[src/rtl/aux_cfg_pkg.sv]
// package with register map, field layout, reset values and types of the aux config bank
// What this block does
// - slot input selector picks sampled input; 0111 auto-zero, 1xxx temperature
// - slot input selector resets to temperature code 1000
// - slot converter-disable bit 3 skips the conversion of that slot
// - gain field codes 000..101 give gains 1,2,4,8,16,32
// - harmonic order bits 12:8, orders 1..21; results at 0x830 and 0x840
// - bit 7 routes aux channel through harmonic filter with its coefficients
// - aux processing runs only while bit 6 is set
// - bit 5 set subtracts neutral current in vector sum, clear adds it
// - selector bit 3 clear picks one input; set picks vector sum 1001/1111
// - single codes 0001 In, 0010 Va, 0101 Ib, 0110 Vc, 0111 Ic; rest reserved
// - aux channel rms is computed only while the aux channel runs, beside normal processing
// - clock frequency register in kHz resets to 0x1f40 for 8 MHz
// - after programmed line cycles accumulate, run power, pf and energy
// - line cycle count resets to 16
package aux_cfg_pkg;
  localparam logic [11:0] temp_slot_addr = 12'h00f;
  localparam logic [11:0] aux_cfg_addr = 12'h010;
  localparam logic [11:0] sys_clk_addr = 12'h012;
  localparam logic [11:0] cyc_cnt_addr = 12'h01c;
  localparam logic [11:0] harm_v_addr = 12'h830;
  localparam logic [11:0] harm_i_addr = 12'h840;
  localparam logic [7:0] temp_slot_reset = 8'h8a;
  localparam logic [15:0] aux_cfg_reset = 16'h0000;
  localparam logic [15:0] aux_cfg_wmask = 16'h1fef;
  localparam logic [15:0] sys_clk_reset = 16'h1f40;
  localparam logic [15:0] cyc_cnt_reset = 16'h0010;
  localparam int slot_disable_bit = 3;
  localparam int harm_enable_bit = 7;
  localparam int aux_enable_bit = 6;
  localparam int neutral_sign_bit = 5;
  localparam int vector_sel_bit = 3;
  localparam logic [4:0] harm_order_min = 5'h01;
  localparam logic [4:0] harm_order_max = 5'h15;
  localparam logic [2:0] gain_code_max = 3'h5;
  localparam logic [3:0] sel_in = 4'h1;
  localparam logic [3:0] sel_va = 4'h2;
  localparam logic [3:0] sel_ib = 4'h5;
  localparam logic [3:0] sel_vc = 4'h6;
  localparam logic [3:0] sel_ic = 4'h7;
  localparam logic [3:0] sel_sum3 = 4'h9;
  localparam logic [3:0] sel_sum4 = 4'hf;
  localparam logic [3:0] slot_auto_zero = 4'h7;
  typedef enum logic [3:0] {
    src_none = 4'h0,
    src_in = 4'h1,
    src_va = 4'h2,
    src_ib = 4'h3,
    src_vc = 4'h4,
    src_ic = 4'h5,
    src_sum3 = 4'h6,
    src_sum4 = 4'h7
  } aux_src_t;
  typedef struct packed {
    logic [3:0] input_select;
    logic converter_disable;
    logic [2:0] gain_select;
  } slot_cfg_t;
  typedef struct packed {
    logic [4:0] harmonic_order;
    logic harmonic_filter_enable;
    logic channel_enable;
    logic neutral_sign_invert;
    logic [3:0] input_select;
  } aux_cfg_t;
  typedef struct packed {
    logic wr;
    logic rd;
    logic [11:0] addr;
    logic [15:0] wdata;
  } reg_req_t;
  typedef struct packed {
    logic temp_sel;
    logic auto_zero;
    logic [2:0] analog_sel;
    logic skip;
    logic [5:0] gain;
  } slot_ctl_t;
endpackage : aux_cfg_pkg

[src/rtl/aux_src_decode.sv]
// combinational decode of the aux selector into a source and sign
`timescale 1ns/1ps
`default_nettype none
module aux_src_decode (
  input wire logic [3:0] sel_in,
  input wire logic neutral_invert_in,
  output aux_cfg_pkg::aux_src_t src_out,
  output logic neutral_sub_out,
  output logic reserved_out
);
  import aux_cfg_pkg::*;
  always_comb begin
    src_out = src_none;
    reserved_out = 1'b0;
    neutral_sub_out = 1'b0;
    if (sel_in[vector_sel_bit]) begin
      // vector sum forms
      if (sel_in == sel_sum3) begin
        src_out = src_sum3;
      end else if (sel_in == sel_sum4) begin
        src_out = src_sum4;
        neutral_sub_out = neutral_invert_in;
      end else begin
        reserved_out = 1'b1;
      end
    end else begin
      // ambiguous phase b voltage code left reserved
      unique case (sel_in)
        // package code named in full; the port of the same name would hide it
        aux_cfg_pkg::sel_in: src_out = src_in;
        sel_va: src_out = src_va;
        sel_ib: src_out = src_ib;
        sel_vc: src_out = src_vc;
        sel_ic: src_out = src_ic;
        default: reserved_out = 1'b1;
      endcase
    end
  end
endmodule : aux_src_decode
`default_nettype wire

[src/rtl/aux_cfg_bank.sv]
// register bank for temperature slot, aux channel, clock frequency and cycle count
`timescale 1ns/1ps
`default_nettype none
module aux_cfg_bank (
  input wire logic core_clk_in,
  input wire logic rst_n_in,
  input wire aux_cfg_pkg::reg_req_t host_req_in,
  input wire aux_cfg_pkg::reg_req_t fw_req_in,
  input wire logic line_cycle_in,
  input wire logic [15:0] harm_v_result_in,
  input wire logic [15:0] harm_i_result_in,
  output logic [15:0] rdata_out,
  output logic rvalid_out,
  output aux_cfg_pkg::slot_ctl_t temp_slot_ctl_out,
  output aux_cfg_pkg::aux_src_t aux_src_out,
  output logic aux_neutral_sub_out,
  output logic aux_run_out,
  output logic aux_harm_filter_out,
  output logic aux_rms_run_out,
  output logic [4:0] harm_order_out,
  output logic harm_order_valid_out,
  output logic [15:0] sys_clk_khz_out,
  output logic dsp_calc_out
);
  import aux_cfg_pkg::*;

  // ----------------------------------------
  // reset release
  // ----------------------------------------
  logic rst_sync1_r;
  logic rst_sync2_r;
  always_ff @(posedge core_clk_in or negedge rst_n_in) begin
    if (!rst_n_in) begin
      rst_sync1_r <= 1'b0;
      rst_sync2_r <= 1'b0;
    end else begin
      rst_sync1_r <= 1'b1;
      rst_sync2_r <= rst_sync1_r;
    end
  end
  logic rst_n;
  assign rst_n = rst_sync2_r;

  // ----------------------------------------
  // register storage
  // ----------------------------------------
  slot_cfg_t temp_slot_r;
  slot_cfg_t temp_slot_nxt;
  logic [15:0] aux_cfg_r;
  logic [15:0] aux_cfg_nxt;
  logic [15:0] sys_clk_r;
  logic [15:0] sys_clk_nxt;
  logic [15:0] cyc_cnt_r;
  logic [15:0] cyc_cnt_nxt;
  reg_req_t req;
  logic [5:0] hit;

  // host wins a same-cycle collision; firmware retries on its own schedule
  always_comb begin
    req = fw_req_in;
    if (host_req_in.wr || host_req_in.rd) begin
      req = host_req_in;
    end
  end

  // ----------------------------------------
  // address decode
  // ----------------------------------------
  // one map for both paths, so a read can never disagree with a write
  function automatic logic [5:0] reg_hit(input logic [11:0] addr);
    reg_hit = 6'h00;
    unique case (addr)
      temp_slot_addr: reg_hit = 6'h01;
      aux_cfg_addr: reg_hit = 6'h02;
      sys_clk_addr: reg_hit = 6'h04;
      cyc_cnt_addr: reg_hit = 6'h08;
      harm_v_addr: reg_hit = 6'h10;
      harm_i_addr: reg_hit = 6'h20;
      default: reg_hit = 6'h00;
    endcase
  endfunction : reg_hit
  assign hit = reg_hit(req.addr);

  always_comb begin
    temp_slot_nxt = temp_slot_r;
    aux_cfg_nxt = aux_cfg_r;
    sys_clk_nxt = sys_clk_r;
    cyc_cnt_nxt = cyc_cnt_r;
    if (req.wr) begin
      // host writes are accepted; keeping off this one is up to the host
      if (hit[0]) begin
        temp_slot_nxt = slot_cfg_t'(req.wdata[7:0]);
      end
      if (hit[1]) begin
        aux_cfg_nxt = req.wdata & aux_cfg_wmask;
      end
      if (hit[2]) begin
        sys_clk_nxt = req.wdata;
      end
      if (hit[3]) begin
        cyc_cnt_nxt = req.wdata;
      end
    end
  end

  always_ff @(posedge core_clk_in or negedge rst_n) begin
    if (!rst_n) begin
      temp_slot_r <= slot_cfg_t'(temp_slot_reset);
      aux_cfg_r <= aux_cfg_reset;
      sys_clk_r <= sys_clk_reset;
      cyc_cnt_r <= cyc_cnt_reset;
    end else begin
      temp_slot_r <= temp_slot_nxt;
      aux_cfg_r <= aux_cfg_nxt;
      sys_clk_r <= sys_clk_nxt;
      cyc_cnt_r <= cyc_cnt_nxt;
    end
  end

  // ----------------------------------------
  // read path
  // ----------------------------------------
  logic [15:0] rdata_nxt;
  logic [15:0] rdata_r;
  logic rvalid_nxt;
  logic rvalid_r;
  always_comb begin
    // read data holds between reads; unmapped reads return zero
    rdata_nxt = rdata_r;
    rvalid_nxt = req.rd;
    if (req.rd) begin
      rdata_nxt = 16'h0000;
      if (hit[0]) begin
        rdata_nxt = {8'h00, temp_slot_r};
      end
      if (hit[1]) begin
        rdata_nxt = aux_cfg_r & aux_cfg_wmask;
      end
      if (hit[2]) begin
        rdata_nxt = sys_clk_r;
      end
      if (hit[3]) begin
        rdata_nxt = cyc_cnt_r;
      end
      if (hit[4]) begin
        rdata_nxt = harm_v_result_in;
      end
      if (hit[5]) begin
        rdata_nxt = harm_i_result_in;
      end
    end
  end
  always_ff @(posedge core_clk_in or negedge rst_n) begin
    if (!rst_n) begin
      rdata_r <= 16'h0000;
      rvalid_r <= 1'b0;
    end else begin
      rdata_r <= rdata_nxt;
      rvalid_r <= rvalid_nxt;
    end
  end
  assign rdata_out = rdata_r;
  assign rvalid_out = rvalid_r;

  // ----------------------------------------
  // temperature slot control
  // ----------------------------------------
  function automatic logic [5:0] gain_onehot(input logic [2:0] code);
    // reserved codes give no gain bit at all
    gain_onehot = (code <= gain_code_max) ? 6'(6'h01 << code) : 6'h00;
  endfunction : gain_onehot

  slot_ctl_t slot_ctl_nxt;
  slot_ctl_t slot_ctl_r;
  always_comb begin
    slot_ctl_nxt.temp_sel = temp_slot_r.input_select[3];
    slot_ctl_nxt.auto_zero = (temp_slot_r.input_select == slot_auto_zero);
    slot_ctl_nxt.analog_sel = temp_slot_r.input_select[2:0];
    slot_ctl_nxt.skip = temp_slot_r[slot_disable_bit];
    slot_ctl_nxt.gain = gain_onehot(temp_slot_r.gain_select);
  end
  always_ff @(posedge core_clk_in or negedge rst_n) begin
    if (!rst_n) begin
      slot_ctl_r <= '0;
    end else begin
      slot_ctl_r <= slot_ctl_nxt;
    end
  end
  assign temp_slot_ctl_out = slot_ctl_r;

  // ----------------------------------------
  // aux channel control
  // ----------------------------------------
  aux_cfg_t aux_view;
  aux_src_t dec_src;
  logic dec_sub;
  logic dec_reserved;
  assign aux_view = {aux_cfg_r[12:5], aux_cfg_r[3:0]};

  aux_src_decode u_dec (
    .sel_in(aux_view.input_select),
    .neutral_invert_in(aux_view.neutral_sign_invert),
    .src_out(dec_src),
    .neutral_sub_out(dec_sub),
    .reserved_out(dec_reserved)
  );

  aux_src_t src_r;
  aux_src_t src_nxt;
  logic sub_r;
  logic sub_nxt;
  logic run_r;
  logic run_nxt;
  logic harm_r;
  logic harm_nxt;
  logic rms_r;
  logic rms_nxt;
  logic [4:0] order_r;
  logic [4:0] order_nxt;
  logic order_ok_r;
  logic order_ok_nxt;
  always_comb begin
    // reserved selector halts the channel rather than feed it garbage
    run_nxt = aux_cfg_r[aux_enable_bit] && !dec_reserved;
    src_nxt = run_nxt ? dec_src : src_none;
    sub_nxt = run_nxt && dec_sub;
    harm_nxt = run_nxt && aux_cfg_r[harm_enable_bit];
    rms_nxt = run_nxt;
    order_nxt = aux_view.harmonic_order;
    order_ok_nxt = (aux_view.harmonic_order >= harm_order_min)
      && (aux_view.harmonic_order <= harm_order_max);
  end
  always_ff @(posedge core_clk_in or negedge rst_n) begin
    if (!rst_n) begin
      src_r <= src_none;
      sub_r <= 1'b0;
      run_r <= 1'b0;
      harm_r <= 1'b0;
      rms_r <= 1'b0;
      order_r <= 5'h00;
      order_ok_r <= 1'b0;
    end else begin
      src_r <= src_nxt;
      sub_r <= sub_nxt;
      run_r <= run_nxt;
      harm_r <= harm_nxt;
      rms_r <= rms_nxt;
      order_r <= order_nxt;
      order_ok_r <= order_ok_nxt;
    end
  end
  assign aux_src_out = src_r;
  assign aux_neutral_sub_out = sub_r;
  assign aux_run_out = run_r;
  assign aux_harm_filter_out = harm_r;
  assign aux_rms_run_out = rms_r;
  assign harm_order_out = order_r;
  assign harm_order_valid_out = order_ok_r;

  // ----------------------------------------
  // clock frequency out
  // ----------------------------------------
  logic [15:0] clk_out_r;
  always_ff @(posedge core_clk_in or negedge rst_n) begin
    if (!rst_n) begin
      clk_out_r <= sys_clk_reset;
    end else begin
      clk_out_r <= sys_clk_r;
    end
  end
  assign sys_clk_khz_out = clk_out_r;

  // ----------------------------------------
  // line cycle accumulation
  // ----------------------------------------
  // one step for compare and update, so the two cannot drift apart
  function automatic logic [15:0] count_up(input logic [15:0] v);
    count_up = v + 16'h0001;
  endfunction : count_up

  logic [15:0] line_cnt_r;
  logic [15:0] line_cnt_nxt;
  logic calc_r;
  logic calc_nxt;
  always_comb begin
    line_cnt_nxt = line_cnt_r;
    calc_nxt = 1'b0;
    if (line_cycle_in) begin
      // a count of zero behaves as one so calculations never stall
      if (count_up(line_cnt_r) >= cyc_cnt_r) begin
        line_cnt_nxt = 16'h0000;
        calc_nxt = 1'b1;
      end else begin
        line_cnt_nxt = count_up(line_cnt_r);
      end
    end
  end
  always_ff @(posedge core_clk_in or negedge rst_n) begin
    if (!rst_n) begin
      line_cnt_r <= 16'h0000;
      calc_r <= 1'b0;
    end else begin
      line_cnt_r <= line_cnt_nxt;
      calc_r <= calc_nxt;
    end
  end
  assign dsp_calc_out = calc_r;
endmodule : aux_cfg_bank
`default_nettype wire

[config.mk]
export PLATFORM = sky130hd
export DESIGN_NAME = aux_cfg_bank
export DESIGN_NICKNAME = d
export VERILOG_FILES = /design/src/rtl/aux_cfg_pkg.sv /design/src/rtl/aux_src_decode.sv /design/src/rtl/aux_cfg_bank.sv
export SDC_FILE = /design/constraint.sdc
export NUM_CORES = 1
export LEC_CHECK = 0
export BUFFER_PORTS_ARGS = -buffer_cell sky130_fd_sc_hd__buf_2
export CAP_MARGIN = 10
export CORE_MARGIN = 4
export CORE_UTILIZATION = 40
export CTS_CLUSTER_SIZE = 10
export DETAILED_ROUTE_END_ITERATION = 12
export SLEW_MARGIN = 10
export SYNTH_ARGS = -nofsm -noshare
export SYNTH_HDL_FRONTEND = slang
export SYNTH_HIERARCHICAL = 1
export SYNTH_SLANG_ARGS = --single-unit
export TNS_END_PERCENT = 100
[constraint.sdc]
create_clock -name core_clk_in -period 7.4 [get_ports core_clk_in]
set_input_delay 1.48 -clock core_clk_in [delete_from_list [all_inputs] [get_ports core_clk_in]]
set_output_delay 1.48 -clock core_clk_in [all_outputs]
set_load 0.01 [all_outputs]
Word level (Yosys, flattened, before mapping)
Index checks and enable logic that the tools add are counted.
{"block": "classes", "n_addsub": 1, "mux": 24, "shift": 1, "order_cmp": 4, "reduce_logical": 11, "n_eq_ne": 14}
{"cell": "$mux 16", "n": 5}
{"cell": "$eq 12x5->1 const B", "n": 3}
{"cell": "$pmux 6 s6", "n": 1}
{"cell": "$mux 30", "n": 1}
{"cell": "$eq 12x12->1 const B", "n": 2}
{"cell": "$add 16x1->16 const B", "n": 1}
{"cell": "$eq 4x3->1 const B", "n": 4}
{"cell": "$ge 16x16->1", "n": 1}
{"cell": "$pmux 3 s5", "n": 1}
{"cell": "$mux 13", "n": 1}
{"cell": "$eq 12x4->1 const B", "n": 1}
{"cell": "$mux 4", "n": 3}
{"cell": "$mux 1", "n": 9}
{"cell": "$eq 4x4->1 const B", "n": 2}
{"cell": "$mux 8", "n": 1}
{"cell": "$reduce_and 2->1", "n": 4}
{"cell": "$mux 6", "n": 1}
{"cell": "$shl 1x3->6 const A", "n": 1}
{"cell": "$ge 5x1->1 const B", "n": 1}
{"cell": "$le 5x5->1 const B", "n": 1}
{"cell": "$reduce_or 5->1", "n": 1}
{"cell": "$eq 4x1->1 const B", "n": 1}
{"cell": "$eq 4x2->1 const B", "n": 1}
{"cell": "$logic_and 1x1->1", "n": 4}
{"cell": "4 further kinds", "n": 4}
{"block": "totals", "in_bits": 95, "output_inout_bits": 60, "register_bits": 129, "word_cells": 79}

Logic depth before layout (Yosys ltp)
{"block": "logic_depth", "word_depth": 10, "mapped_depth": 12, "ltp_nobuf": 11}

Modules after synthesis
Netlist, hierarchy kept.
{"module": "aux_cfg_bank", "area_per_inst_um2": 6333.6, "n_inst": 1, "cells_each": 614, "seq_area_each_um2": 3248.1}
{"module": "aux_src_decode", "area_per_inst_um2": 142.6, "n_inst": 1, "cells_each": 20, "seq_area_each_um2": 0.0}

Worst setup path before layout
No wires, ideal clock.
{"block": "synth_path", "kind": "input to register", "from": "in host_req_in[29] (netlist bit)", "to": "reg rdata_r[2], in the netlist rdata_out[2]", "t_arrival_ns": 3.325, "path_slack_ns": 3.956, "setup_time_ns": 0.119, "t_required_ns": 7.281, "cell_stages": 8, "path_cell_list": "or2_1 -> buf_6 -> mux2_4 -> and4_4 -> buf_6 -> a221o_1 -> or4_1 -> o21a_1"}
{"block": "synth_via", "elab_chain_cells": 10}
{"item": "start, declared", "line_no": "aux_cfg_bank.sv:7", "text": "input wire aux_cfg_pkg::reg_req_t host_req_in,"}
{"item": "$logic_or 1x1->1 *", "line_no": "aux_cfg_bank.sv:61", "text": "if (host_req_in.wr || host_req_in.rd) begin"}
{"item": "$mux 30 *", "line_no": "aux_cfg_bank.sv:61"}
{"item": "$eq 12x12->1, or another cell as far along", "line_no": "aux_cfg_bank.sv:72", "text": "unique case (addr)"}
{"item": "$pmux 6 s6", "line_no": "aux_cfg_bank.sv:72"}
{"item": "$mux 8", "line_no": "aux_cfg_bank.sv:133", "text": "if (hit[0]) begin"}
{"item": "$mux 13", "line_no": "aux_cfg_bank.sv:136", "text": "if (hit[1]) begin"}
{"item": "$mux 16", "line_no": "aux_cfg_bank.sv:139", "text": "if (hit[2]) begin"}
{"item": "$mux 16", "line_no": "aux_cfg_bank.sv:142", "text": "if (hit[3]) begin"}
{"item": "$mux 16", "line_no": "aux_cfg_bank.sv:145", "text": "if (hit[4]) begin"}
{"item": "$mux 16", "line_no": "aux_cfg_bank.sv:148", "text": "if (hit[5]) begin"}
{"item": "end signal, assigned", "line_no": "aux_cfg_bank.sv:158", "text": "rdata_r <= rdata_nxt;"}
{"item": "end, declared", "line_no": "aux_cfg_bank.sv:124", "text": "logic [15:0] rdata_r;"}
Every way passes the cells marked *; elsewhere a longest branch is shown, timed or not.
A chain may end at the register's enable or synchronous reset.

Worst setup path after layout
{"block": "layout_path", "from": "in host_req_in[29] (netlist bit)", "to": "reg cyc_cnt_r[11]"}
{"block": "layout_via", "elab_chain_cells": 5}
{"item": "$logic_or 1x1->1", "line_no": "aux_cfg_bank.sv:61"}
{"item": "$mux 30 *", "line_no": "aux_cfg_bank.sv:61"}
{"item": "$eq 12x12->1, or another cell as far along", "line_no": "aux_cfg_bank.sv:72"}
{"item": "$pmux 6 s6", "line_no": "aux_cfg_bank.sv:72"}
{"item": "$reduce_and 2->1 (no line)"}
{"item": "end signal, assigned", "line_no": "aux_cfg_bank.sv:111", "text": "cyc_cnt_r <= cyc_cnt_reset;"}
{"item": "end signal, assigned", "line_no": "aux_cfg_bank.sv:116", "text": "cyc_cnt_r <= cyc_cnt_nxt;"}
{"item": "end, declared", "line_no": "aux_cfg_bank.sv:53", "text": "logic [15:0] cyc_cnt_r;"}
Marked as above.

==> reports/summary.txt <==
Flops & latches, synth = 129
Crit-path leading delay family = simple AND/OR/NAND/NOR gates
Largest family of logic cells by synthesized area = compound AO/OA/AOI/OAI gates
Util after Layout = 0.502
Synth Warn # = 6
Pwr Total = 1.75 mW
Outcome = completed
Final ANT Viol Nets = 0
Skew final = 0.00866 ns
Power per Cell Area = 220 nW/um^2
Core area = 15900 sq um
Post-synth ARST share = 1.00
Period utilization = 0.567
Gr ovfl total = 0
Met1 WL = 8700 um
First-pass GRT wire length = 29000 um
Die W = 135 um
Max Clk Rate = 238 MHz
Worst-path clk slew = 0.06 ns
Reg-to-Reg End = line_cnt_r[13]
R2R cell count = 12
Die ar. = 18300 sq um
CP Buf/Inv Count = 2
Antenna diodes = 0
Root Driver = clkbuf_16
Met3 WL = 1350 um
Most repeated cell in the gate-level netlist after synthesis = dfrtp_1
Unique masters post-synth = 69
Num rows = 46
Post-synth net total = 746
Synthesized area = 6480 sq um
DR top layer = met4
P&R area growth vs syn = 23.1%
Input/output buffers = 154
Top cells by area, synth = dfrtp_1 (44%), dfstp_2 (6.5%), nand2_1 (4.9%), o21ai_0 (4.3%), ha_1 (3.3%)
Synth Area in Adders = 0.0328
Crit Path Max Fanout = 32
Hold Violations, Final = 0
Crit start category = input port
TritonCTS buffer count = 17
Placer Congestion = 0.912
Via density = 5.39
Syn avg cell area = 10.2 sq um
Synth top area share = 0.437
Initial DRC count = 504
Post-synth top flop = dfrtp_1
FF-to-FF setup slack = 3.61 ns
Postcts setup bufs = 0
Slowest stage delay, CP = 0.95 ns
Mux share of post-synthesis cell area = 0.0305
Total Routed Length = 18700 um
Dpl hpwl = 14000 um
Number of hold buffers added after CTS = 0
CTS tree = yes
Max Slew Vio Count = 0
Synth top cells by count = dfrtp_1 (113), nand2_1 (84), o21ai_0 (56)
Clk_lat worst skew = 0.42 ns
Area of the multi-input gates = 2970 sq um
Fin crit period = 4.20 ns
DR WL met2 = 8320 um
Vias in the first global route = 5290
Max VDD drop = 164 uV
Io pins = 155
Storage element area = 3250 sq um
Starting density of the core = 0.408
Crit path DAT = 4.46 ns
Hold_ws = 0.348 ns
Gate Count Post-Synth = 634
DRT Pass-1 Iters = 4
CTS sink count = 129
RSZ-0062 raised after global routing = no
Post-synth EDFFs = 0
Post-detailed-route wirelength per cell = 18.5 um
H-tree lvl count = 4
RR Startpoint = line_cnt_r[0]
CTS max path bufs = 2
Simple-gate share of the synthesized area = 0.176
Critical Path Slowest Stage Cell = a2111oi_4
Slew HR = 0.394
Final setup TNS = 0 ns
Top cell by count, worst path = nand2_1
Layout Nets = 894
Sequential share of the synthesized area = 0.502
WS Path Type = input port to flop
Worst hold stages = 0
Crit-path cells = buf_2, nor2_2, buf_4, nand3_2, a2111oi_4, nand2_1, nand2_1, o21ai_0
Data required time of the worst path = 7.66 ns
Worst slack at placement = 2.77 ns
Hold path startpoint = rst_sync1_r
GRT Overall Usage = 0.205
Hold EP = rst_n
Compound-Gate Fraction of Synth Area = 0.197
Most area-hungry cell type in the Yosys netlist = dfrtp_1
Residual DRC count = 0
Die Span Y = 135 um
Post-CTS Resized = 0
PnR worst setup slack = 3.20 ns
Synth Area in XOR/XNOR = 0.0203
Via count = 5449
Worst Max-Slew Pin Slew = 0.908 ns
Initial antenna violation count = 0
Crit end category = flop
Layout filler cell count = 1507
# setup viols final = 0
Max_cap viols = 0
P_leak = 3.77 nW
Largest net degree at the start of global routing = 70
Hold WC Path Type = flop to flop
Fraction of layout cells with a size suffix above 1 = 0.289
[sequential cells by signal, indices dropped and copies added, names as in the netlist, 12 cells and up]
signal	count
sys_clk_r	16
rdata_out	16
aux_cfg_r	12
line_cnt_r	16
cyc_cnt_r	16
temp_slot_ctl_out	12
sys_clk_khz_out	16
[per-stage QoR]
step,instance area (sq um),cells
floorplan,6480,634
global placement,7390,979
detailed placement,7390,979
CTS,7970,1011
global route,7970,1011
finish,7970,1011
[final cells by class]
class	instances	area share
clock buffer	21	0.0565
clock inverter	11	0.0163
inverter	26	0.0122
multi-input combinational	450	0.373
sequential	129	0.408
tap	216	0.0339
timing repair buffer	158	0.100
[cells in the final DEF (no fill, tap or decap), drive strengths merged, types with 11 or more instances in the layout]
master	count
a21oi	20
mux2i	16
a22oi	17
buf	158
nor2	28
ha	17
o21ai	66
nand3	13
clkbuf	21
inv	28
a22o	15
and3	16
o31ai	11
nor3	21
dfrtp	113
dfstp	16
nand2	85
[cells by family after synthesis]
logic type      count (synthesis)
simple gates                  221
compound gates                176
flops                         129
buf+inv                        55
mux                            19
fa+ha+maj                      17
xor+xnor                       15
other cells                     2
[routing by layer]
metal / up-vias / GRT usage
met5: - / 0
met1: 2610 / 0.296
met4: 0 / 0.0594
met2: 212 / 0.311
li1: 2602 / -
met3: 25 / 0.0468
[power breakdown]
group | switching [mW] | internal, mW | leakage (nW)
clock network | 0.317 | 0.507 | 0.270
registers | 0.0166 | 0.720 | 1.72
logic | 0.115 | 0.0755 | 1.78
[worst max path at each step]
stage	startpoint	end	slack [ns]	depth (start not counted)
after global placement	host_req_in[29]	cyc_cnt_r[12]	3.01	8
after global routing	host_req_in[29]	cyc_cnt_r[2]	2.85	7
after detailed placement	host_req_in[29]	cyc_cnt_r[6]	2.77	7
after floorplan	rst_n	aux_cfg_r[0]	3.57	0
after CTS	host_req_in[29]	cyc_cnt_r[6]	3.21	7
final	host_req_in[29]	cyc_cnt_r[11]	3.20	8
Power figures use the tool's default switching activity.
